### config.mk
export PLATFORM = sky130hd
export DESIGN_NAME = dds_port
export DESIGN_NICKNAME = d
export VERILOG_FILES = /design/src/hdl/dds_pkg.sv /design/src/hdl/dds_edge.sv /design/src/hdl/dds_port.sv
export SDC_FILE = /design/constraint.sdc
export NUM_CORES = 1
export LEC_CHECK = 0
export ABC_AREA = 1
export BUFFER_PORTS_ARGS = -buffer_cell sky130_fd_sc_hd__buf_2
export CORE_UTILIZATION = 59
export CTS_BUF_LIST = sky130_fd_sc_hd__clkbuf_8
export CTS_CLUSTER_SIZE = 30
export DETAILED_ROUTE_END_ITERATION = 7
export PLACE_DENSITY = 0.82
export SLEW_MARGIN = 5
export SYNTH_ARGS = -nofsm -noshare
export SYNTH_HDL_FRONTEND = slang
export SYNTH_HIERARCHICAL = 1
export SYNTH_SLANG_ARGS = --single-unit
### constraint.sdc
create_clock -name clk -period 5.13 [get_ports clk]
set_clock_uncertainty 0.15 [all_clocks]
set_input_delay 1.026 -clock clk [delete_from_list [all_inputs] [get_ports clk]]
set_output_delay 1.026 -clock clk [all_outputs]
set_load 0.02 [all_outputs]
### src/hdl/dds_pkg.sv
// package: constants and types for the door driver serial control port
package dds_pkg;
   localparam int WORD_W = 24;
   localparam int CNT_W = 5;
   localparam logic [CNT_W-1:0] FRAME_BITS = 5'h18;
   localparam logic [CNT_W-1:0] CNT_ZERO = 5'h00;
   localparam logic [WORD_W-1:0] WORD_RST = 24'h000000;
   localparam int MUX_W = 2;
   localparam int MUX_LSB = 0;
   localparam int NUM_HS = 4;
   typedef logic [WORD_W-1:0] dds_word_t;
   typedef logic [MUX_W-1:0] dds_mux_t;
   typedef enum logic [1:0] {DDS_IDLE, DDS_SHIFT, DDS_DONE} dds_state_t;
endpackage

### src/hdl/dds_edge.sv
// edge detector for the sampled serial clock
`timescale 1ns/100ps
module dds_edge (
   input wire logic clk,
   input wire logic rst,
   input wire logic sig_in,
   output logic rise,
   output logic fall
);
   logic prev_ff;
   always_ff @(posedge clk or posedge rst) begin
      if (rst) begin
         prev_ff <= 1'b0;
      end else begin
         prev_ff <= sig_in;
      end
   end
   assign rise = sig_in & ~prev_ff;
   assign fall = ~sig_in & prev_ff;
endmodule

### src/hdl/dds_port.sv
// serial control port with bridge steering and current monitor selection
`timescale 1ns/100ps
import dds_pkg::*;

// What this block does
// (RULE_01) serial data output floats while chip select is high.
// (RULE_02) chip select is active low; shifting happens only while it is low.
// (RULE_03) each frame carries exactly one 24-bit control word.
// (RULE_04) bits travel msb first, bit 23 down to bit 0.
// (RULE_05) shift register advances only on serial clock edges.
// (RULE_06) direction input level selects bridge driving direction.
// (RULE_07) pulse input gates the bridge gate drivers.
// (RULE_08) control register mux bits choose mirrored high-side current.
// (RULE_09) diagnosis data is shifted out during a selected transfer.
// (RULE_10) control word applies only when chip select rises after 24 clocks.
module dds_port (
   input wire logic clk,
   input wire logic rst,
   input wire logic chip_select_low,
   input wire logic serial_clk,
   input wire logic serial_in,
   output logic serial_out,
   output logic serial_out_oe,
   input wire logic bridge_dir_in,
   input wire logic bridge_pulse_in,
   input wire logic [dds_pkg::WORD_W-1:0] diag_in,
   input wire logic [dds_pkg::NUM_HS-1:0] hs_current_in,
   output logic current_mirror_out,
   output logic bridge_fwd,
   output logic bridge_rev,
   output logic [dds_pkg::WORD_W-1:0] ctrl_word
);
   import dds_pkg::*;

   // ==========================================
   // framing
   logic sclk_rise;
   logic sclk_fall;
   logic cs_prev_ff;
   logic [CNT_W-1:0] bit_cnt_ff;
   dds_word_t rx_ff;
   dds_word_t tx_ff;
   dds_word_t ctrl_ff;
   dds_state_t state_ff;
   logic selected;
   logic frame_end;

   dds_edge u_edge (
      .clk(clk),
      .rst(rst),
      .sig_in(serial_clk),
      .rise(sclk_rise),
      .fall(sclk_fall)
   );

   assign selected = ~chip_select_low; // RULE_02
   assign frame_end = chip_select_low & ~cs_prev_ff;

   function automatic dds_mux_t mux_sel(input dds_word_t w);
      mux_sel = w[MUX_LSB +: MUX_W];
   endfunction

   always_ff @(posedge clk or posedge rst) begin
      if (rst) begin
         cs_prev_ff <= 1'b1;
      end else begin
         cs_prev_ff <= chip_select_low;
      end
   end

   always_ff @(posedge clk or posedge rst) begin
      if (rst) begin
         state_ff <= DDS_IDLE;
      end else begin
         unique case (state_ff)
            DDS_IDLE: begin
               if (selected) begin
                  state_ff <= DDS_SHIFT;
               end
            end
            DDS_SHIFT: begin
               if (!selected) begin
                  state_ff <= DDS_IDLE;
               end else if (sclk_rise && bit_cnt_ff == FRAME_BITS - 5'h01) begin
                  state_ff <= DDS_DONE; // RULE_03
               end
            end
            DDS_DONE: begin
               if (!selected) begin
                  state_ff <= DDS_IDLE;
               end else if (sclk_rise) begin
                  // a clock past the 24th marks the frame over-length: never applied
                  state_ff <= DDS_SHIFT; // RULE_03
               end
            end
         endcase
      end
   end

   // ==========================================
   // shift registers
   always_ff @(posedge clk or posedge rst) begin
      if (rst) begin
         bit_cnt_ff <= CNT_ZERO;
         rx_ff <= WORD_RST;
      end else if (!selected) begin
         bit_cnt_ff <= CNT_ZERO;
      end else if (sclk_rise) begin // RULE_05
         rx_ff <= {rx_ff[WORD_W-2:0], serial_in}; // RULE_04
         if (bit_cnt_ff != FRAME_BITS) begin
            bit_cnt_ff <= bit_cnt_ff + 5'h01;
         end
      end
   end

   always_ff @(posedge clk or posedge rst) begin
      if (rst) begin
         tx_ff <= WORD_RST;
      end else if (!selected) begin
         tx_ff <= diag_in;
      end else if (sclk_fall && bit_cnt_ff != CNT_ZERO) begin // RULE_05
         tx_ff <= {tx_ff[WORD_W-2:0], 1'b0}; // RULE_09
      end
   end

   always_ff @(posedge clk or posedge rst) begin
      if (rst) begin
         serial_out <= 1'b0;
         serial_out_oe <= 1'b0;
      end else begin
         serial_out <= tx_ff[WORD_W-1]; // RULE_09
         serial_out_oe <= selected; // RULE_01
      end
   end

   // ==========================================
   // control register
   always_ff @(posedge clk or posedge rst) begin
      if (rst) begin
         ctrl_ff <= WORD_RST;
      end else if (frame_end && state_ff == DDS_DONE && bit_cnt_ff == FRAME_BITS) begin
         ctrl_ff <= rx_ff; // RULE_10
      end
   end

   always_ff @(posedge clk or posedge rst) begin
      if (rst) begin
         ctrl_word <= WORD_RST;
         current_mirror_out <= 1'b0;
         bridge_fwd <= 1'b0;
         bridge_rev <= 1'b0;
      end else begin
         ctrl_word <= ctrl_ff;
         current_mirror_out <= hs_current_in[mux_sel(ctrl_ff)]; // RULE_08
         bridge_fwd <= bridge_pulse_in & bridge_dir_in; // RULE_06 RULE_07
         bridge_rev <= bridge_pulse_in & ~bridge_dir_in; // RULE_06 RULE_07
      end
   end

   // ==========================================
   // assertions
   a_float_desel: assert property ( // RULE_01
      @(posedge clk) disable iff (rst) chip_select_low |=> !serial_out_oe)
      else $error("serial output driven while deselected");
   a_drive_sel: assert property ( // RULE_02
      @(posedge clk) disable iff (rst) !chip_select_low |=> serial_out_oe)
      else $error("serial output not driven while selected");
   a_frame_len: assert property ( // RULE_03
      @(posedge clk) disable iff (rst) state_ff == DDS_DONE |-> bit_cnt_ff == FRAME_BITS)
      else $error("frame done without 24 bits");
   a_msb_first: assert property ( // RULE_04
      @(posedge clk) disable iff (rst)
      (selected && sclk_rise) |=> rx_ff[0] == $past(serial_in))
      else $error("bit not shifted in at lsb");
   a_no_edge_hold: assert property ( // RULE_05
      @(posedge clk) disable iff (rst) (!sclk_rise && selected) |=> $stable(rx_ff))
      else $error("shift register moved without clock edge");
   a_bridge_dir: assert property ( // RULE_06
      @(posedge clk) disable iff (rst)
      bridge_pulse_in |=> (bridge_fwd == $past(bridge_dir_in)) && (bridge_rev != bridge_fwd))
      else $error("bridge direction mismatch");
   a_pulse_gate: assert property ( // RULE_07
      @(posedge clk) disable iff (rst) !bridge_pulse_in |=> !bridge_fwd && !bridge_rev)
      else $error("bridge driven without pulse");
   a_mux_pick: assert property ( // RULE_08
      @(posedge clk) disable iff (rst)
      1'b1 |=> current_mirror_out == $past(hs_current_in[ctrl_ff[MUX_LSB +: MUX_W]]))
      else $error("current mirror mux wrong");
   a_diag_load: assert property ( // RULE_09
      @(posedge clk) disable iff (rst) chip_select_low |=> tx_ff == $past(diag_in))
      else $error("diagnosis word not loaded");
   a_apply_end: assert property ( // RULE_10
      @(posedge clk) disable iff (rst) (ctrl_ff != $past(ctrl_ff))
      |-> $past(frame_end && state_ff == DDS_DONE && bit_cnt_ff == FRAME_BITS))
      else $error("control word applied outside frame end");

   // ==========================================
   // counter, state and output checks
   a_first_bit: assert property ( // RULE_09
      @(posedge clk) disable iff (rst)
      $fell(chip_select_low) |=> serial_out == $past(diag_in[WORD_W-1], 2))
      else $error("first diagnosis bit not presented");
   a_shift_out: assert property ( // RULE_09
      @(posedge clk) disable iff (rst) (selected && sclk_fall && bit_cnt_ff != CNT_ZERO)
      |=> tx_ff == {$past(tx_ff[WORD_W-2:0]), 1'b0})
      else $error("diagnosis word not shifted on falling clock");
   a_cnt_clear: assert property ( // RULE_02
      @(posedge clk) disable iff (rst) chip_select_low |=> bit_cnt_ff == CNT_ZERO)
      else $error("bit counter not cleared while deselected");
   a_idle_desel: assert property ( // RULE_02
      @(posedge clk) disable iff (rst) chip_select_low |=> state_ff == DDS_IDLE)
      else $error("frame state not idle while deselected");
   a_desel_hold: assert property ( // RULE_02
      @(posedge clk) disable iff (rst) chip_select_low |=> $stable(rx_ff))
      else $error("shift register moved while deselected");
   a_cnt_step: assert property ( // RULE_03
      @(posedge clk) disable iff (rst) (selected && sclk_rise && bit_cnt_ff != FRAME_BITS)
      |=> bit_cnt_ff == $past(bit_cnt_ff) + 5'h01)
      else $error("bit counter did not step on clock rise");
   a_cnt_cap: assert property ( // RULE_03
      @(posedge clk) disable iff (rst) 1'b1 |-> bit_cnt_ff <= FRAME_BITS)
      else $error("bit counter beyond frame length");
   a_over_refuse: assert property ( // RULE_03
      @(posedge clk) disable iff (rst)
      (state_ff == DDS_DONE && selected && sclk_rise) |=> state_ff == DDS_SHIFT)
      else $error("over-length frame still marked complete");
   a_ctrl_hold: assert property ( // RULE_10
      @(posedge clk) disable iff (rst) !frame_end |=> $stable(ctrl_ff))
      else $error("control register changed inside a frame");
   a_word_out: assert property ( // RULE_10
      @(posedge clk) disable iff (rst) 1'b1 |=> ctrl_word == $past(ctrl_ff))
      else $error("applied control word not presented");
   a_bridge_excl: assert property ( // RULE_06
      @(posedge clk) disable iff (rst) 1'b1 |-> !(bridge_fwd && bridge_rev))
      else $error("both bridge directions driven");
endmodule

# == After elaboration in Yosys (flattened, before gate mapping) ==
# Index checks and enable logic that the tools add are counted.
# classes
muxes,13
n_bitwise,10
reduce_logical,12
n_lt_le_gt_ge,1
eq_ne,8
add_sub_neg,1
# op_table
op,n
two-way mux 24 bit,2
two-way mux 5 bit,3
equality test 5 bit (second input constant),2
two-way mux 2 bit,5
!= test 3 bit (second input constant),2
case mux 2 bit (3 select lines),1
nonzero test 2 bit,3
adder 5 x 1 -> 5 bit (second input constant),1
bitwise AND 1 bit,5
!= test 5 bit (second input constant),1
NOT 1 bit,5
nonzero test 5 bit,1
logical AND 1 bit,4
AND reduction 2 bit,2
less-than comparator 2 x 3 -> 1 bit (second input constant),1
AND reduction 3 bit,1
binary-select mux 1 bit (select 2 bit),1
equality test 2 x 1 -> 1 bit (second input constant),1
equality test 2 bit (second input constant),1
zero test 2 bit,1
!= test 2 bit (second input constant),1
two-way mux 1 bit,1
# totals
regBits,110
input_bits,35
wordCells,58
out_inout_bits,29

# == Depth between registers and ports, before layout ==
# depth
depth_word,6
ltp_mapped,10
depth_no_buf,9

# == Hierarchy ==
# Netlist, hierarchy kept.
# by_module_without_submodules
mod,area_per_inst_um2,instances,cells_each
dds_port,4377.9,1,492
dds_edge,43.8,1,6

# == Worst setup path before layout ==
# OpenSTA, ideal clock, no wires.
# synth_timing
path_kind,input to register
start,input serial_clk
end,register rx_ff[0]
slack_ns,2.859
path_stages,5
arrival_ns,1.996
n_path_buf,0
cell_sequence,inv_1 -> nor2_1 -> inv_1 -> nor2_2 -> mux2_2
# synth_between
elab_chain_len,2
# synth_lines
element,line,text
start: declaration,dds_port.sv:20,"input wire logic serial_clk,"
bitwise AND 1 bit,dds_edge.sv:18,assign rise = sig_in & ~prev_ff;
named net sclk_rise,dds_port.sv:37,logic sclk_rise;
AND reduction 2 bit (no line),--,
end signal: assignment,dds_port.sv:109,"rx_ff <= {rx_ff[WORD_W-2:0], serial_in};"
end: declaration,dds_port.sv:41,dds_word_t rx_ff;
# The timed path passes the listed nets, and every way through them passes these cells.
# A chain may end at the register's enable or synchronous reset.

# == Worst setup path after layout ==
# layout_timing
start,input chip_select_low
end,register ctrl_ff[9]
# layout_between
elab_chain_len,3
# layout_lines
element,line,text
start: declaration,dds_port.sv:19,"input wire logic chip_select_low,"
bitwise AND 1 bit,dds_port.sv:57,assign frame_end = chip_select_low & ~cs_prev_ff;
logical AND 1 bit (2 in series),dds_port.sv:141,end else if (frame_end && state_ff == DDS_DONE && bit_cnt_ff == FRAME_BITS) begin
end signal: assignment,dds_port.sv:142,ctrl_ff <= rx_ff;
end: declaration,dds_port.sv:43,dds_word_t ctrl_ff;
# Every way passes these cells.

==> impl_metrics.env <==
export IMPL_numCtsBuffers=9
export IMPL_clock_path_buffers=2
export IMPL_critPathSlowestCell="nor3_4"
export IMPL_cts_resized=0
export IMPL_die_width_um=88.6
export IMPL_worstPathArrival_ns=3.26
export IMPL_insertion_delay_ns=0.37
export IMPL_p_leak_nw=2.81
export IMPL_cts_setup_buffers=0
export IMPL_synth_area_leaders="dfrtp_1 62%, nand2_1 14%, nand3_1 9.3%"
export IMPL_synth_nets=535
export IMPL_syn_to_final_growth_pct=12.5
export IMPL_syn_avg_cell_area_sq_um=8.88
export IMPL_relSlewSlack_pct=36.0
export IMPL_worst_r2r_startpoint="bit_cnt_ff[0]"
export IMPL_core_sq_um=7250
export IMPL_drc=0
export IMPL_setup_viol=0
export IMPL_dp_cells=638
export IMPL_final_cells=654
export IMPL_critPathMaxStageDelay_ns=0.77
export IMPL_worstMarginPinSlew_ns=0.959
export IMPL_ys_ff_latch=110
export IMPL_diodes=0
export IMPL_endpoint_kind="register"
export IMPL_synth_warnings=6
export IMPL_drtIter0Drc=228
export IMPL_final_layout_size_suffix_gt1_share_pct=16.4
export IMPL_place_congestion=0.746
export IMPL_post_drt_wl_per_cell_um=12.0
export IMPL_die_area_sq_um=7840
export IMPL_vias=3349
export IMPL_cp_common_cell="nand2_1"
export IMPL_dp_hpwl_mm=5.13
export IMPL_maxCapViolations=0
export IMPL_hp_start="ctrl_ff[18]"
export IMPL_fin_crit_ns=3.14
export IMPL_hold_path_class="register to register"
export IMPL_setup_tns_ns=0
export IMPL_irDropWorstVdd_mv=0.205
export IMPL_yosys_area_top_type="dfrtp_1"
export IMPL_cp_required_ns=5.25
export IMPL_wl_mm=7.82
export IMPL_std_cell_rows=31
export IMPL_root_buffer="clkbuf_8"
export IMPL_initial_core_util_pct=61.0
export IMPL_fp_dieH_um=88.6
export IMPL_crit_path_max_fanout=35
export IMPL_io_pins=64
export IMPL_ys_types=19
export IMPL_final_hold_violation_count=0
export IMPL_netlist_instances=498
export IMPL_fin_nets=587
export IMPL_io_buffers=63
export IMPL_status="completed"
export IMPL_postRouteAntennaNets=0
export IMPL_synth_area_sq_um=4420
export IMPL_period_share_pct=61.1
export IMPL_grt_pass1_wl_mm=13.3
export IMPL_drv_slew=0
export IMPL_fill_cells=580
export IMPL_crit_type="input port to register"
export IMPL_startpoint="chip_select_low"
export IMPL_antenna_found_initial=0
export IMPL_viasPerCell=5.12
export IMPL_rsz0062_at_grt="false"
export IMPL_grt_usage_pct=22.2
export IMPL_netlist_area_leader_share_pct=61.7
export IMPL_fin_util_pct=68.6
export IMPL_cts_hold_buffers_added=0
export IMPL_cts_sinks=110
export IMPL_crit_chain="buf_2 > inv_2 > nor3_4 > nand2_2 > nand2_1 > nand2_1"
export IMPL_grt_max_degree=78
export IMPL_grt_pass1_vias=3160
export IMPL_grt_overflow=0
export IMPL_synth_seq_area_share_pct=62.3
export IMPL_p_per_area_nw_per_um2=324
export IMPL_cts_tree="built"
export IMPL_cts_clk_slew_worst_paths_ns=0.11
export IMPL_cp_start_kind="input port"
export IMPL_max_freq_mhz=319
export IMPL_dr_pass1_iters=4
export IMPL_htreeDepth=3
[worst max-delay path: cells and delay by family]
family / cells / cell delay [ns]
and+or+nand+nor: 4 / 1.51
buffers and inverters: 2 / 0.70
[placed cells by master (no fill, tap or decap)]
master / netlist / routed
nand4_1: 3 / 3
inv_2: 3 / 3
buf_4: 1 / 3
clkinvlp_4: 0 / 1
mux2_2: 1 / 1
a32oi_1: 1 / 1
ha_1: 2 / 2
nand3_1: 82 / 82
dfstp_2: 1 / 1
inv_4: 0 / 1
inv_8: 0 / 1
nand2_1: 163 / 163
inv_1: 41 / 40
a21oi_1: 3 / 3
buf_2: 12 / 63
nor2_2: 1 / 1
nor3_4: 1 / 1
clkinv_8: 0 / 2
inv_6: 0 / 1
clkbuf_8: 0 / 9
clkinv_4: 0 / 2
nor2_1: 36 / 36
dfrtp_1: 109 / 109
nand2_2: 1 / 1
o21ai_0: 25 / 25
[routing by layer]
metal	global-route usage, %	vias up	part of all wire [%]
met5	0	-	0
met4	7.77	0	0.63
met3	5.04	4	4.3
met2	39.6	86	51
met1	26.6	1588	44
li1	-	1671	-
[cell type report]
| type | count | area, sq um | area share (%) |
|---|---|---|---|
| inverters | 44 | 168 | 3.37 |
| repair buffers | 66 | 338 | 6.79 |
| well taps | 99 | 124 | 2.49 |
| clock inverters | 7 | 77.6 | 1.56 |
| flip-flops and latches | 110 | 2750 | 55.4 |
| multi-input cells | 319 | 1390 | 27.9 |
| clock buffers | 9 | 124 | 2.49 |
[final timing paths]
kind,to,slack [ns],cells after the start
max,ctrl_ff[9],1.99,6
min,ctrl_word[18],0.23,0
max reg2reg,tx_ff[2],2.43,6
min reg2reg,ctrl_word[18],0.23,0
max in group asynchronous,ctrl_ff[4],3.18,3
min in group asynchronous,u_edge/prev_ff,0.36,2
[through the flow]
stage	total power, mW	hold WS, ns	instance area, sq um	setup WS (ns)
final	1.61	0.235	4970	1.99
after global routing	1.69	0.250	4970	1.76
after CTS	1.63	0.233	4970	2.02
after detailed placement	1.13	0.212	4770	1.61
after global placement	1.12	0.216	4770	1.73
after floorplan	1.08	0.204	4420	1.08
[where the power goes]
group	total, mW	internal, mW	switching (mW)
logic	0.165	0.0543	0.111
registers	0.945	0.917	0.0283
clock network	0.503	0.191	0.311
[flip-flops by register name, summed over array words and instances, names as in the netlist, 2 cells and up]
name	cells
bit_cnt_ff	5
ctrl_word	24
rx_ff	24
state_ff	2
tx_ff	24
ctrl_ff	24
[cell usage after synthesis (all sizes together)]
| library cell | instances |
|---|---|
| a21oi | 3 |
| nand3 | 82 |
| a32oi | 1 |
| nor3 | 1 |
| mux2 | 1 |
| buf | 13 |
| ha | 2 |
| nand2 | 164 |
| clkbuf | 12 |
| inv | 44 |
| dfstp | 1 |
| nand4 | 3 |
| o21ai | 25 |
| nor2 | 37 |
| dfrtp | 109 |
[kinds of logic after synthesis]
logic type | synth area share [%]
compound gates | 3.37
fa+ha+maj | 0.566
buf+inv | 6.28
flops | 62.3
mux | 0.255
simple gates | 27.2
No activity file was read; power rests on OpenSTA's default activity.
